### config.mk
export PLATFORM = sky130hd
export DESIGN_NAME = pmsc_top
export DESIGN_NICKNAME = d
export VERILOG_FILES = /design/src/pmsc_pkg.sv /design/src/pmsc_top.sv /design/src/pmsc_sync.sv
export VERILOG_INCLUDE_DIRS = /design/src
export SDC_FILE = /design/constraint.sdc
export NUM_CORES = 1
export LEC_CHECK = 0
export BUFFER_PORTS_ARGS = -buffer_cell sky130_fd_sc_hd__buf_2
export CAP_MARGIN = 20
export CORE_ASPECT_RATIO = 1.1
export CORE_MARGIN = 5
export CORE_UTILIZATION = 40
export DETAILED_ROUTE_END_ITERATION = 12
export PLACE_DENSITY = 0.81
export SLEW_MARGIN = 25
export SYNTH_ARGS = -nofsm -noshare
export SYNTH_HDL_FRONTEND = slang
export SYNTH_HIERARCHICAL = 1
export SYNTH_SLANG_ARGS = --single-unit
### constraint.sdc
create_clock -name pclk -period 1.55 [get_ports pclk]
set_input_delay 0.155 -clock pclk [delete_from_list [all_inputs] [get_ports pclk]]
set_output_delay 0.155 -clock pclk [all_outputs]
set_load 0.02 [all_outputs]
### src/pmsc_defines.svh
// constants for the power management status and control block
// Summary of operation
// - detect event sets detect flag when enabled
// - writing one to bit 6 clears detect flag
// - irq enable requests interrupt while flag set
// - reset enable forces system reset on flag
// - stop enable keeps detection alive in stop
// - detect enable gates detection and the system reset
// - write-once field takes first write only
// - warning flag sets on low supply, also after reset
// - warning ack clears flag only when condition gone
// - bit 5 selects detect threshold high or low
// - bit 4 selects warning threshold high or low
// - power-on clears all but the DE, SE and RE enables; other resets keep selects
// - recovery flag sets on partial power-down exit
// - writing one to bit 2 clears recovery flag
// - bit 1 enables power-down stop modes
// - bit 0 picks full or partial power-down
`ifndef PMSC_DEFINES_SVH
`define PMSC_DEFINES_SVH
`define PMSC_ADDR_LVDC    12'h000
`define PMSC_ADDR_WPDC    12'h004
`define PMSC_ADDR_STAT    12'h008
`define PMSC_BIT_FLAG     7
`define PMSC_BIT_ACK      6
`define PMSC_BIT_IE       5
`define PMSC_BIT_RE       4
`define PMSC_BIT_SE       3
`define PMSC_BIT_DE       2
`define PMSC_BIT_DV       5
`define PMSC_BIT_WV       4
`define PMSC_BIT_RF       3
`define PMSC_BIT_RACK     2
`define PMSC_BIT_PDC      1
`define PMSC_BIT_PDM      0
`define PMSC_LVDC_RESET   8'h1C
`endif

### src/pmsc_pkg.sv
// types for the power management status and control block
package pmsc_pkg;
  typedef struct packed {
    logic       detect_en;
    logic       stop_en;
    logic       reset_en;
    logic       irq_en;
    logic       detect_flag;
    logic       lvdc_written;
    logic       warning_flag;
    logic       detect_sel;
    logic       warning_sel;
    logic       recovery_flag;
    logic       pd_enable;
    logic       pd_mode;
    logic       wpdc_written;
    logic       prev_warn;
    logic       irq;
    logic       sys_reset;
    logic       pready;
    logic       pslverr;
    logic [7:0] prdata;
  } pmsc_state_s;
  typedef struct packed {
    logic detect_raw;
    logic warning_raw;
    logic partial_exit;
    logic in_stop;
  } pmsc_analog_s;
endpackage

### src/pmsc_top.sv
// register logic for supply supervision and power-down control
//
// Decided for this implementation: the APB slave port and the address map.
`timescale 1ns/100ps
`include "pmsc_defines.svh"
module pmsc_top (
  // apb
  input  wire logic               pclk,
  input  wire logic               presetn,
  input  wire logic               psel,
  input  wire logic               penable,
  input  wire logic               pwrite,
  input  wire logic [11:0]        paddr,
  input  wire logic [31:0]        pwdata,
  input  wire logic [3:0]         pstrb,
  output logic      [31:0]        prdata,
  output logic                    pready,
  output logic                    pslverr,
  // reset cause, sampled while presetn low
  input  wire logic               power_on_reset,
  // comparators and power controller
  input  wire pmsc_pkg::pmsc_analog_s analog_in,
  // controls out
  output logic                    supply_detect_irq,
  output logic                    supply_detect_sys_reset,
  output logic                    supply_detect_active,
  output logic                    detect_threshold_select,
  output logic                    warning_threshold_select,
  output logic                    power_down_enable,
  output logic                    power_down_mode_select
);
  pmsc_pkg::pmsc_state_s  st_reg;
  pmsc_pkg::pmsc_state_s  st_next;
  pmsc_pkg::pmsc_analog_s an_sync;
  logic                   por_meta_reg;
  logic                   por_sync_reg;
  logic                   por_seen_reg;
  localparam logic [7:0]  LVDC_RST = `PMSC_LVDC_RESET;

  pmsc_sync #(.WIDTH(4)) u_sync (
    .pclk    (pclk),
    .presetn (presetn),
    .d       (analog_in),
    .q       (an_sync)
  );

  // no reset on these flops, so the cause is still seen at release
  always_ff @(posedge pclk)
  begin
    por_meta_reg <= power_on_reset;
    por_sync_reg <= por_meta_reg;
    por_seen_reg <= por_sync_reg;
  end

  function automatic logic hit(input logic [11:0] a, input logic [11:0] r);
    hit = (a == r);
  endfunction

  logic wr_en;
  logic rd_en;
  logic lane0;
  logic [7:0] wb;
  logic det_live;
  logic first_cycle_reg;
  logic sel_det_keep_reg;
  logic sel_warn_keep_reg;

  assign wr_en = psel && penable && pwrite && !st_reg.pready;
  assign rd_en = psel && penable && !pwrite && !st_reg.pready;
  assign lane0 = pstrb[0];
  assign wb    = pwdata[7:0];
  // detection runs when enabled, and in stop only with stop enable
  assign det_live = st_reg.detect_en && (!an_sync.in_stop || st_reg.stop_en);

  // selects kept across non power-on resets live outside async reset
  always_ff @(posedge pclk)
  begin
    // frozen while reset holds the register file cleared
    if (presetn)
    begin
      sel_det_keep_reg  <= st_reg.detect_sel;
      sel_warn_keep_reg <= st_reg.warning_sel;
    end
  end

  always_ff @(posedge pclk or negedge presetn)
  begin
    if (!presetn)
      first_cycle_reg <= 1'b1;
    else
      first_cycle_reg <= 1'b0;
  end

  always_comb
  begin
    st_next         = st_reg;
    st_next.pready  = 1'b0;
    st_next.pslverr = 1'b0;
    // restore or clear the selects after reset release
    if (first_cycle_reg)
    begin
      st_next.detect_sel  = por_seen_reg ? 1'b0 : sel_det_keep_reg;
      st_next.warning_sel = por_seen_reg ? 1'b0 : sel_warn_keep_reg;
    end
    if (wr_en || rd_en)
    begin
      st_next.pready = 1'b1;
      st_next.pslverr = !(hit(paddr, `PMSC_ADDR_LVDC) || hit(paddr, `PMSC_ADDR_WPDC)
                          || hit(paddr, `PMSC_ADDR_STAT));
    end
    if (wr_en && lane0 && hit(paddr, `PMSC_ADDR_LVDC))
    begin
      if (wb[`PMSC_BIT_ACK])
        st_next.detect_flag = 1'b0;
      if (!st_reg.lvdc_written)
      begin
        st_next.lvdc_written = 1'b1;
        st_next.irq_en    = wb[`PMSC_BIT_IE];
        st_next.reset_en  = wb[`PMSC_BIT_RE];
        st_next.stop_en   = wb[`PMSC_BIT_SE];
        st_next.detect_en = wb[`PMSC_BIT_DE];
      end
    end
    if (wr_en && lane0 && hit(paddr, `PMSC_ADDR_WPDC))
    begin
      st_next.detect_sel  = wb[`PMSC_BIT_DV];
      st_next.warning_sel = wb[`PMSC_BIT_WV];
      if (wb[`PMSC_BIT_ACK] && !an_sync.warning_raw)
        st_next.warning_flag = 1'b0;
      if (wb[`PMSC_BIT_RACK])
        st_next.recovery_flag = 1'b0;
      if (!st_reg.wpdc_written)
      begin
        st_next.wpdc_written = 1'b1;
        st_next.pd_enable = wb[`PMSC_BIT_PDC];
        st_next.pd_mode   = wb[`PMSC_BIT_PDM];
      end
    end
    // hardware sets win over acknowledge in the same cycle
    if (det_live && an_sync.detect_raw)
      st_next.detect_flag = 1'b1;
    st_next.prev_warn = an_sync.warning_raw;
    // level-sensitive so a supply already low at reset also sets it
    if (an_sync.warning_raw)
      st_next.warning_flag = 1'b1;
    if (an_sync.partial_exit)
      st_next.recovery_flag = 1'b1;
    st_next.irq = st_next.detect_flag && st_next.irq_en;
    st_next.sys_reset = st_next.detect_flag && st_next.reset_en
                        && st_next.detect_en;
    st_next.prdata = 8'h00;
    if (rd_en)
    begin
      if (hit(paddr, `PMSC_ADDR_LVDC))
        st_next.prdata = {st_reg.detect_flag, 1'b0, st_reg.irq_en, st_reg.reset_en,
                          st_reg.stop_en, st_reg.detect_en, 2'b00};
      else if (hit(paddr, `PMSC_ADDR_WPDC))
        st_next.prdata = {st_reg.warning_flag, 1'b0, st_reg.detect_sel,
                          st_reg.warning_sel, st_reg.recovery_flag, 1'b0,
                          st_reg.pd_enable, st_reg.pd_mode};
      else if (hit(paddr, `PMSC_ADDR_STAT))
        st_next.prdata = {4'h0, st_reg.wpdc_written, st_reg.lvdc_written,
                          det_live, an_sync.warning_raw};
    end
  end

  always_ff @(posedge pclk or negedge presetn)
  begin
    if (!presetn)
    begin
      st_reg           <= '0;
      st_reg.detect_en <= LVDC_RST[`PMSC_BIT_DE];
      st_reg.stop_en   <= LVDC_RST[`PMSC_BIT_SE];
      st_reg.reset_en  <= LVDC_RST[`PMSC_BIT_RE];
    end
    else
      st_reg <= st_next;
  end

  // detection status out; held a cycle behind the flops feeding it
  logic det_live_reg;
  always_ff @(posedge pclk or negedge presetn)
  begin
    if (!presetn)
      det_live_reg <= 1'b0;
    else
      det_live_reg <= det_live;
  end

  assign prdata                   = {24'h000000, st_reg.prdata};
  assign pready                   = st_reg.pready;
  assign pslverr                  = st_reg.pslverr;
  assign supply_detect_irq        = st_reg.irq;
  assign supply_detect_sys_reset  = st_reg.sys_reset;
  assign supply_detect_active     = det_live_reg;
  assign detect_threshold_select  = st_reg.detect_sel;
  assign warning_threshold_select = st_reg.warning_sel;
  assign power_down_enable        = st_reg.pd_enable;
  assign power_down_mode_select   = st_reg.pd_mode;
endmodule

### src/pmsc_sync.sv
// two flop synchroniser for the analog and power inputs
`timescale 1ns/100ps
module pmsc_sync #(
  parameter int WIDTH = 4
) (
  // clock and reset
  input  wire logic             pclk,
  input  wire logic             presetn,
  // data
  input  wire logic [WIDTH-1:0] d,
  output logic      [WIDTH-1:0] q
);
  logic [WIDTH-1:0] meta_reg;
  always_ff @(posedge pclk or negedge presetn)
  begin
    if (!presetn)
    begin
      meta_reg <= '0;
      q        <= '0;
    end
    else
    begin
      meta_reg <= d;
      q        <= meta_reg;
    end
  end
endmodule

==> results of run 1 <==
==> power by group through the flow <==
stage,clock [W],sequential (W),combinational (W)
after detailed placement,0,0.00108,0.000186
after global routing,0.000931,0.00107,0.000220
after floorplan,0,0.00109,0.000143
after global placement,0,0.00108,0.000184
final,0.000865,0.00106,0.000198
after CTS,0.000879,0.00106,0.000198
==> worst max-delay path by stage <==
stage | slack, ns | start | end | cells past startpoint
after floorplan | -0.13 | pready$_DFF_PN0_ | st_reg[23]$_DFF_PN1_ | 4
after global placement | -0.09 | paddr[1] | st_reg[24]$_DFFE_PN1P_ | 5
after detailed placement | -0.16 | paddr[1] | st_reg[23]$_DFF_PN1_ | 5
after CTS | -0.06 | pready$_DFF_PN0_ | st_reg[23]$_DFF_PN1_ | 4
after global routing | -0.14 | pready$_DFF_PN0_ | st_reg[25]$_DFF_PN1_ | 4
final | -0.06 | pready$_DFF_PN0_ | st_reg[23]$_DFF_PN1_ | 4
==> area by class of cell <==
| type | count | share of cell area (%) |
|---|---|---|
| multi-input combinational | 96 | 28.82 |
| inverter | 6 | 1.033 |
| sequential | 39 | 44.78 |
| clock inverter | 2 | 1.607 |
| tap | 54 | 3.100 |
| clock buffer | 6 | 3.789 |
| timing repair buffer | 62 | 16.88 |
==> logic make-up (layout without fill, tap and decap cells) <==
kind of cell           count (synthesis)  in the layout
AO/OA/AOI/OAI                         17             17
flip-flops                            39             39
multiplexers                          11             11
buffers and inverters                 40             76
other                                  1             26
AND/OR/NAND/NOR                       42             42
==> through the flow <==
stage          power [W]  setup WS, ns  hold WS [ns]
2_1_floorplan   0.001233       -0.1278       -0.1406
3_3_place_gp    0.001267      -0.08956     -0.007098
6_report        0.002127      -0.05991       0.09037
5_1_grt         0.002219       -0.1385       0.08281
4_1_cts         0.002142      -0.05542       0.08600
3_5_place_dp    0.001271       -0.1607    -0.0005109
==> routing by layer <==
layer	vias to the layer above	share of wire, %	global-route usage [%]
met4	0	2.8	6.703
met5	-	0	0
met2	53	53	21.10
met3	10	10	4.786
met1	562	34	13.51
li1	579	-	-
==> synthesized netlist by cell type, drive strengths merged <==
master / count
and2: 2
dfrtp: 30
nor4: 2
conb: 1
mux2i: 4
o21ai: 5
dfstp: 4
buf: 34
nand3b: 3
and4: 2
nand4: 3
nor3: 2
or2: 1
nor2b: 2
nor3b: 1
a21oi: 1
inv: 6
nand2b: 4
mux2: 7
o2111ai: 2
nand3: 4
or4: 2
o211ai: 2
o21bai: 1
a32o: 1
dfxtp: 3
o311ai: 1
or3: 2
a22oi: 2
nand2: 3
edfxtp: 2
nor2: 9
a21o: 2
==> worst reg2reg max path, cell delays in order, from the launching register on <==
cell                       delay (ns)
sky130_fd_sc_hd__dfrtp_1         0.37
sky130_fd_sc_hd__nand3b_1        0.21
sky130_fd_sc_hd__or3_4           0.38
sky130_fd_sc_hd__nor3_4          0.21
sky130_fd_sc_hd__mux2_2          0.37
==> what timing repair did <==
action | CTS | global route
buffers inserted | 1 | 1
endpoints found under the hold margin | 8 | 0
hold buffers | 6 | 0
resized for setup | 1 | 2
setup endpoints to repair | 7 | 11
cloned | 0 | 0
==> reports/metrics.yaml, run 1 <==
run_status:
  run_status: "finished with violations"
  violations: "negative setup slack"
hold_path:
  min_from: "pwdata[1]"
  worst_hold_path.num_cells: 2
  min_path_type: "input port to flop"
  holdPathEnd: "power_down_enable$_DFFE_PN0P_"
critical_path:
  critPathArrivalTime_ns: 1.83
  critical_path_buf_inv_count: 0
  cp_slowest_stage_delay_ns: 0.38
  r2r_start: "pready$_DFF_PN0_"
  setup.worst_path.class: "flop to flop"
  crit_family: "simple AND/OR/NAND/NOR gates"
  timing.critical_path.slowest_stage_cell: "sky130_fd_sc_hd__or3_4"
  path_max_fanout: 4
  cells_along_the_critical_path: "nand3b_1 -> or3_4 -> nor3_4 -> mux2_2"
  ff2ff_path_depth: 4
  crit-reg2reg-capture: "st_reg[23]$_DFF_PN1_"
  ff2ff_setup_slack_ns: -0.06
  crit_required_ns: 1.77
  cp-end-kind: "flop"
  start_kind: "flop"
layout:
  flow.area_growth_from_synthesis_pct: 22.33
  finalNetCount: 268
  layout-drive-gt1-share_pct: 39.81
  fillers: 397
  final_cell_area_sq_um: 2180
  largest_reg_flops: 9
  layout.cells.most_common_list: "45 x sky130_fd_sc_hd__buf_2, 30 x sky130_fd_sc_hd__dfrtp_1, 26 x sky130_fd_sc_hd__conb_1"
  layout.cells.most_common: "sky130_fd_sc_hd__buf_2"
  multi_input_logic_area_sq_um: 628.1
  area.sequential_sq_um: 975.9
  finish.cell_count_without_fillers: 265
  final_core_util_pct: 50.49
  number_of_inserted_diodes: 0
floorplanning:
  floorplan.core_area_sq_um: 4317
  design.die.area_sq_um: 5890
  die_outline_width_um: 73.64
  start_util_pct: 41.28
  placementRows: 25
  design.portCount: 99
  die_height_um: 80.00
placement:
  place.detailed.hpwl_um: 2697
  gp_congestion: 0.8071
  port-buffer-count: 45
  post-place-cells: 250
  instance_area_at_placement_sq_um: 1992
sta:
  timing_max_transition_violations_final: 0
  fin_setup_tns_ns: -0.1878
  final.setup_skew_ns: 0.002990
  final_critical_path_setup_slack_ns: -0.05991
  rsz0062_at_grt: "true"
  final_period_minus_worst_setup_slack_ns: 1.610
  period_share_pct: 103.9
  achievable_clock_frequency_mhz: 621.2
  hold_viol: 0
  final-setup-viol-count: 5
power:
  sequentialPowerShare_pct: 50.0
  power_leakage_nw: 1.069
  power.clock.fraction_pct: 40.7
  power.share.switching_pct: 22.82
  intPower_w: 0.001642
  power.share.combinational_pct: 9.3
  powerDensity_nw_per_um2: 976.0
  net-switching-power_w: 0.0004855
  peakVddDrop_v: 0.0005946
yosys:
  synth_compound_area_share_pct: 6.671
  synth_xor_xnor_area_share_pct: 0
  post_synth_inst_count: 150
  synth_area_sq_um: 1782
  synth.top_cells.by_area: "sky130_fd_sc_hd__dfrtp_1 42%, sky130_fd_sc_hd__buf_4 13%, sky130_fd_sc_hd__dfstp_2 5.9%"
  post_synth_num_cell_types: 40
  largest_family_of_logic_cells_by_synthesized_area: "simple AND/OR/NAND/NOR gates"
  synth-warning-count: 6
  synth-adder-area-share_pct: 0
  synth_top_area_share_pct: 42.13
  post_synthesis_cell_type_with_the_largest_combined_area: "sky130_fd_sc_hd__dfrtp_1"
  synth-simple-area-share_pct: 16.01
  postSynthRegisterBits: 39
  syn_avg_cell_area_sq_um: 11.88
  ys_seq_area_share_pct: 54.78
  synthMuxAreaShare_pct: 6.671
flow_run:
  cap_viol_max_count: 0
detailed_routing:
  drt-total-wl_um: 3411
  drt_pre_antenna_iters: 4
  dr_total_vias: 1204
  drcViolationCount: 0
  postRouteAntennaNets: 0
  dr.first_iter.drc_count: 56
  route.detailed.vias_per_inst: 4.543
  drt-wirelength-per-cell_um: 12.87
global_routing:
  grt_max_degree: 32
  number_of_antenna_violations_at_the_first_check_in_global_routing: 0
  grt_use_total_pct: 12.60
  grt_pass1_vias: 1248
  globalRouteOverflowTotal: 0
  grt_pass1_wl_um: 5651
clock_tree:
  clkSinkCount: 39
  clockRootBuffer: "sky130_fd_sc_hd__clkbuf_8"
  tritoncts: "built"
  clk_path_buf_depth: 2
  clkLatencyLatePin_ns: 0.29
  cts_buffers: 5
  path_clk_slew_ns: 0.07
  h_tree_depth: 2
No activity file was read; power rests on OpenSTA's default activity.
==> inputs of run 2 (changes only) <==
MAX_ROUTING_LAYER = met4   (was not set)
==> run 2 against run 1 <==
  * The run still ends with negative setup slack left
  * Via count stayed put
  * Core utilization stayed put
  * Hold slack is essentially flat
  * Design area is the same
  * Clock power about the same
  * Non-clock buffer count unchanged
  * Clock-buffer cell count unchanged
  * Highest routed layer unchanged
  * First-iteration DRC count rose by 13%
  * Critical path depth stayed put
  * Setup slack unchanged
  * Fmax did not move
  * Die area stayed put
==> reports/metrics.yaml, run 2 (synthesis gave the netlist of run 1 again) <==
layout:
  flow.area_growth_from_synthesis_pct: 22.33  # unchanged
  finalNetCount: 268  # unchanged
  multi_input_logic_area_sq_um: 628.1  # unchanged
  layout.cells.most_common: "sky130_fd_sc_hd__buf_2"
  layout-drive-gt1-share_pct: 39.81  # unchanged
  finish.cell_count_without_fillers: 265  # unchanged
  number_of_inserted_diodes: 0  # unchanged
  area.sequential_sq_um: 975.9  # unchanged
  fillers: 397  # unchanged
  final_core_util_pct: 50.49  # unchanged
  layout.cells.most_common_list: "45 x sky130_fd_sc_hd__buf_2, 30 x sky130_fd_sc_hd__dfrtp_1, 26 x sky130_fd_sc_hd__conb_1"
  largest_reg_flops: 9  # unchanged
sta:
  final_period_minus_worst_setup_slack_ns: 1.610  # unchanged
  final.hold.worst_slack_ns: 0.09035  # -0.00002440 ns
  timing_max_transition_violations_final: 0  # unchanged
  hold_viol: 0  # unchanged
  final-setup-viol-count: 5  # unchanged
  final_critical_path_setup_slack_ns: -0.05991  # unchanged
  achievable_clock_frequency_mhz: 621.2  # unchanged
  period_share_pct: 103.9  # unchanged
  rsz0062_at_grt: "true"
  final.setup_skew_ns: 0.002990  # +0.00000003000 ns
clock_tree:
  path_clk_slew_ns: 0.07  # about the same
  clkSinkCount: 39  # unchanged
  cts_buffers: 5  # unchanged
  tritoncts: "built"
  clk_path_buf_depth: 2  # unchanged
  h_tree_depth: 2  # unchanged
  clockRootBuffer: "sky130_fd_sc_hd__clkbuf_8"
  clkLatencyLatePin_ns: 0.29  # about the same
global_routing:
  grt_max_degree: 32  # unchanged
  grt_pass1_wl_um: 5658  # +0.12%
  grt_use_total_pct: 12.94  # +0.33 points
  number_of_antenna_violations_at_the_first_check_in_global_routing: 0  # unchanged
  grt_pass1_vias: 1248  # unchanged
  globalRouteOverflowTotal: 0  # unchanged
critical_path:
  start_kind: "flop"
  ff2ff_path_depth: 4  # unchanged
  crit_required_ns: 1.77  # about the same
  path_max_fanout: 4  # unchanged
  critical_path_buf_inv_count: 0  # unchanged
  cp_slowest_stage_delay_ns: 0.38  # about the same
  timing.critical_path.slowest_stage_cell: "sky130_fd_sc_hd__or3_4"
  cells_along_the_critical_path: "nand3b_1 -> or3_4 -> nor3_4 -> mux2_2"
  setup.worst_path.class: "flop to flop"
  worstSetupPathDepth: 4  # unchanged
  cp-end-kind: "flop"
  crit_family: "simple AND/OR/NAND/NOR gates"
  critPathArrivalTime_ns: 1.83  # about the same
detailed_routing:
  postRouteAntennaNets: 0  # unchanged
  drt-total-wl_um: 3411  # unchanged
  drt_pre_antenna_iters: 4  # unchanged
  drt-wirelength-per-cell_um: 12.87  # unchanged
  dr_total_vias: 1204  # unchanged
  route.detailed.vias_per_inst: 4.543  # unchanged
  dr.first_iter.drc_count: 63  # +13%
  drcViolationCount: 0  # unchanged
floorplanning:
  floorplan.core_area_sq_um: 4317  # unchanged
  design.die.area_sq_um: 5890  # unchanged
  placementRows: 25  # unchanged
  design.portCount: 99  # unchanged
  die_height_um: 80.00  # unchanged
  start_util_pct: 41.28  # unchanged
  die_outline_width_um: 73.64  # unchanged
run_status:
  violations: "negative setup slack"
  run_status: "finished with violations"
placement:
  gp_congestion: 0.8189  # +1.5%
  port-buffer-count: 45  # unchanged
  place.detailed.hpwl_um: 2697  # unchanged
  post-place-cells: 250  # unchanged
hold_path:
  min_path_type: "input port to flop"
  worst_hold_path.num_cells: 2  # unchanged
power:
  power_leakage_nw: 1.069  # unchanged
  powerDensity_nw_per_um2: 976.0  # about the same
  peakVddDrop_v: 0.0005947  # about the same
flow_run:
  cap_viol_max_count: 0  # unchanged
==> run 2: cell counts in the layout (fill, tap and decap cells not counted) <==
Identical to the previous run, type by type.
==> run 2: final timing paths <==
| path | start | endpoint | slack, ns |
|---|---|---|---|
| worst max-delay path | pready$_DFF_PN0_ | st_reg[23]$_DFF_PN1_ | -0.06 |
| worst min-delay path | pwdata[1] | power_down_enable$_DFFE_PN0P_ | 0.09 |
| worst max register to register | pready$_DFF_PN0_ | st_reg[23]$_DFF_PN1_ | -0.06 |
| worst min register to register | por_meta_reg$_DFF_P_ | por_sync_reg$_DFF_P_ | 0.33 |
| max in group asynchronous | presetn | st_reg[25]$_DFF_PN1_ | 0.69 |
| min in group asynchronous | presetn | warning_threshold_select$_DFFE_PN0P_ | 0.22 |
==> run 2: per-stage QoR <==
| stage | setup slack, ns | setup TNS, ns | power, W | area, sq um |
|---|---|---|---|---|
| floorplan | -0.1278 | -0.6202 | 0.001233 | 1881 |
| global placement | -0.08956 | -0.7435 | 0.001267 | 1992 |
| detailed placement | -0.1607 | -1.565 | 0.001271 | 1992 |
| CTS | -0.05542 | -0.1929 | 0.002142 | 2177 |
| global route | -0.1385 | -0.8841 | 0.002219 | 2180 |
| finish | -0.05991 | -0.1877 | 0.002127 | 2180 |
==> run 2: repair_timing <==
action / in CTS / in global routing
hold buffers: 6 / 0
cloned: 0 / 0
setup endpoints to repair: 7 / 11
hold endpoints to repair: 8 / 0
setup buffers: 1 / 1
resized for setup: 1 / 2
==> run 2: per-layer routing <==
metal / wire length [um] / GRT usage (%) / share of wire [%]
met1: 1158 / 13.51 / 34
met2: 1807 / 21.10 / 53
met3: 347 / 4.786 / 10
met4: 97 / 6.703 / 2.8
met5: 0 / - / 0
==> run 2: where the power goes <==
group          internal [W]  switching, W  total (W)
sequential          0.00105     0.0000114    0.00106
combinational     0.0000688      0.000129   0.000198
clock              0.000520      0.000345   0.000865
==> run 2: layout make-up <==
class	instances	area share, %
clock inverters	2	1.607
inverters	6	1.033
clock buffers	6	3.789
flip-flops and latches	39	44.78
well taps	54	3.100
repair buffers	62	16.88
multi-input cells	96	28.82
==> inputs of run 3 (changes only) <==
REMOVE_ABC_BUFFERS = 1   (was not set)
==> run 3 against run 2 <==
  * The flow still finishes with violations (negative setup slack)
  * Register-to-register slack worse by 0.11 ns
  * Clock-buffer cell count increased by 1
  * Hold slack improved by 0.0089 ns
  * Critical path type unchanged
  * Largest cell class unchanged
==> reports/metrics.yaml, run 3 (synthesis gave the netlist of run 1 again) <==
layout:
  layout-drive-gt1-share_pct: 46.15  # +6.3 points
  number_of_inserted_diodes: 0  # unchanged
  layout.cells.most_common_list: "45 x sky130_fd_sc_hd__buf_2, 30 x sky130_fd_sc_hd__dfrtp_1, 26 x sky130_fd_sc_hd__conb_1"
  fillers: 388  # -2.3%
  flow.area_growth_from_synthesis_pct: 29.71
  largest_reg_flops: 9  # unchanged
  multi_input_logic_area_sq_um: 686.9  # +9.4%
  area.sequential_sq_um: 975.9  # unchanged
  finish.cell_count_without_fillers: 275  # +3.8%
  finalNetCount: 278  # +3.7%
  layout.cells.most_common: "sky130_fd_sc_hd__buf_2"
critical_path:
  critical_path_buf_inv_count: 1  # +1
  cells_along_the_critical_path: "nand3b_1 -> buf_4 -> or4_4 -> o2111ai_1 -> nand3_1"
  path_max_fanout: 3  # -1
  r2r_start: "pready$_DFF_PN0_"
  crit_family: "simple AND/OR/NAND/NOR gates"
  ff2ff_path_depth: 5  # +1
  crit_required_ns: 1.71  # -0.06 ns
  start_kind: "flop"
  setup.worst_path.class: "flop to flop"
  crit-reg2reg-capture: "supply_detect_sys_reset$_DFF_PN0_"
  cp_slowest_stage_delay_ns: 0.52  # +0.14 ns
  critPathArrivalTime_ns: 1.88  # +0.05 ns
  ff2ff_setup_slack_ns: -0.17  # -0.11 ns
  timing.critical_path.slowest_stage_cell: "sky130_fd_sc_hd__or4_4"
  cp-end-kind: "flop"
clock_tree:
  clkSinkCount: 39  # unchanged
  clockRootBuffer: "sky130_fd_sc_hd__clkbuf_8"
  h_tree_depth: 2  # unchanged
  tritoncts: "built"
  clkLatencyLatePin_ns: 0.29  # about the same
  path_clk_slew_ns: 0.07  # about the same
  cts_buffers: 5  # unchanged
  clk_path_buf_depth: 2  # unchanged
floorplanning:
  design.portCount: 99  # unchanged
  start_util_pct: 41.28  # unchanged
  die_outline_width_um: 73.64  # unchanged
  die_height_um: 80.00  # unchanged
  placementRows: 25  # unchanged
  design.die.area_sq_um: 5890  # unchanged
  floorplan.core_area_sq_um: 4317  # unchanged
sta:
  rsz0062_at_grt: "true"
  final_critical_path_setup_slack_ns: -0.1717  # -0.1118 ns
  period_share_pct: 111.1  # +7.2 points
  timing_max_transition_violations_final: 0  # unchanged
  final-setup-viol-count: 11  # +6
  final.setup_skew_ns: 0.007697  # +0.004707 ns
  final_period_minus_worst_setup_slack_ns: 1.722  # +0.1118 ns
  hold_viol: 0  # unchanged
  achievable_clock_frequency_mhz: 580.8  # -6.5%
hold_path:
  min_path_type: "input port to flop"
  min_from: "pwdata[1]"
  worst_hold_path.num_cells: 2  # unchanged
  holdPathEnd: "power_down_enable$_DFFE_PN0P_"
detailed_routing:
  drt-wirelength-per-cell_um: 12.89  # +0.12%
  postRouteAntennaNets: 0  # unchanged
  drt_pre_antenna_iters: 4  # unchanged
  dr_total_vias: 1248  # +3.7%
  dr.first_iter.drc_count: 35  # -44%
  drcViolationCount: 0  # unchanged
  drt-total-wl_um: 3544  # +3.9%
  route.detailed.vias_per_inst: 4.538  # -0.11%
power:
  intPower_w: 0.001491  # -9.2%
  power.share.combinational_pct: 11.1  # +1.8 points
  sequentialPowerShare_pct: 54.5  # +4.5 points
  net-switching-power_w: 0.0004637  # -4.5%
  peakVddDrop_v: 0.0004368  # -27%
  power_leakage_nw: 1.147  # +7.3%
  power.share.switching_pct: 23.72  # +0.89 points
  powerDensity_nw_per_um2: 846.0  # -13%
  power.clock.fraction_pct: 34.5  # -6.2 points
placement:
  post-place-cells: 257  # +2.8%
  gp_congestion: 0.8652  # +5.7%
  place.detailed.hpwl_um: 2740  # +1.6%
  port-buffer-count: 45  # unchanged
  pre_cts_ws_ns: -0.1969  # -0.03626 ns
global_routing:
  number_of_antenna_violations_at_the_first_check_in_global_routing: 0  # unchanged
  globalRouteOverflowTotal: 0  # unchanged
  grt_pass1_wl_um: 5547  # -2.0%
  grt_use_total_pct: 12.70  # -0.24 points
  grt_pass1_vias: 1202  # -3.7%
  grt_max_degree: 22  # -31%
flow_run:
  cap_viol_max_count: 0  # unchanged
run_status:
  violations: "negative setup slack"
  run_status: "finished with violations"
## run 3: cell types whose count changed in the layout (fill, tap and decap cells not counted), sizes merged
cell / change
buf: +10
bufinv: -1
clkbuf: +1
## run 3: cell type report
| cell class | count | area share [%] |
|---|---|---|
| inverters | 6 | 0.9746 |
| multi-input cells | 96 | 29.72 |
| repair buffers | 72 | 20.19 |
| well taps | 54 | 2.924 |
| clock buffers | 7 | 3.736 |
| clock inverters | 1 | 0.2166 |
| flip-flops and latches | 39 | 42.23 |
## run 3: repair_timing
item	4_1_cts	5_1_grt
pin swaps	2	7
buffers inserted	0	4
hold buffers	6	0
setup endpoints to repair	10	15
resized for setup	6	16
endpoints found under the hold margin	17	0
## run 3: per-layer routing
metal	part of all wire, %	track usage, %	vias up
met1	40	15.33	589
met4	1.6	4.348	0
met2	50	20.30	54
met5	0	-	-
met3	8.3	3.526	5
li1	-	-	600
## run 3: power groups by stage
stage | logic, W | clock network (W) | registers (W)
after detailed placement | 0.000192 | 0 | 0.00108
final | 0.000217 | 0.000674 | 0.00106
after global placement | 0.000189 | 0 | 0.00108
after global routing | 0.000238 | 0.000740 | 0.00107
after CTS | 0.000205 | 0.000693 | 0.00106
after floorplan | 0.0000886 | 0 | 0.00109
## run 3: worst max path at each step
| stage | slack, ns | end | cells past startpoint | startpoint |
|---|---|---|---|---|
| after CTS | -0.16 | supply_detect_irq$_DFF_PN0_ | 5 | pready$_DFF_PN0_ |
| after global placement | -0.14 | supply_detect_sys_reset$_DFF_PN0_ | 5 | pready$_DFF_PN0_ |
| after global routing | -0.25 | power_down_enable$_DFFE_PN0P_ | 7 | pready$_DFF_PN0_ |
| after floorplan | -0.22 | power_down_enable$_DFFE_PN0P_ | 5 | pready$_DFF_PN0_ |
| final | -0.17 | supply_detect_sys_reset$_DFF_PN0_ | 5 | pready$_DFF_PN0_ |
| after detailed placement | -0.20 | supply_detect_irq$_DFF_PN0_ | 5 | pready$_DFF_PN0_ |
## run 3: stage by stage
stage	total power, W	area (sq um)	setup TNS [ns]	hold WS, ns	util (%)
after CTS	0.001963	2223	-0.8152	0.09511	51.51
after floorplan	0.001178	1619	-1.196	-0.1406	-
final	0.001955	2311	-1.345	0.09926	53.54
after global routing	0.002045	2311	-2.559	0.09448	53.54
after global placement	0.001271	2052	-1.261	0.06579	47.54
after detailed placement	0.001276	2052	-1.534	0.07619	47.54
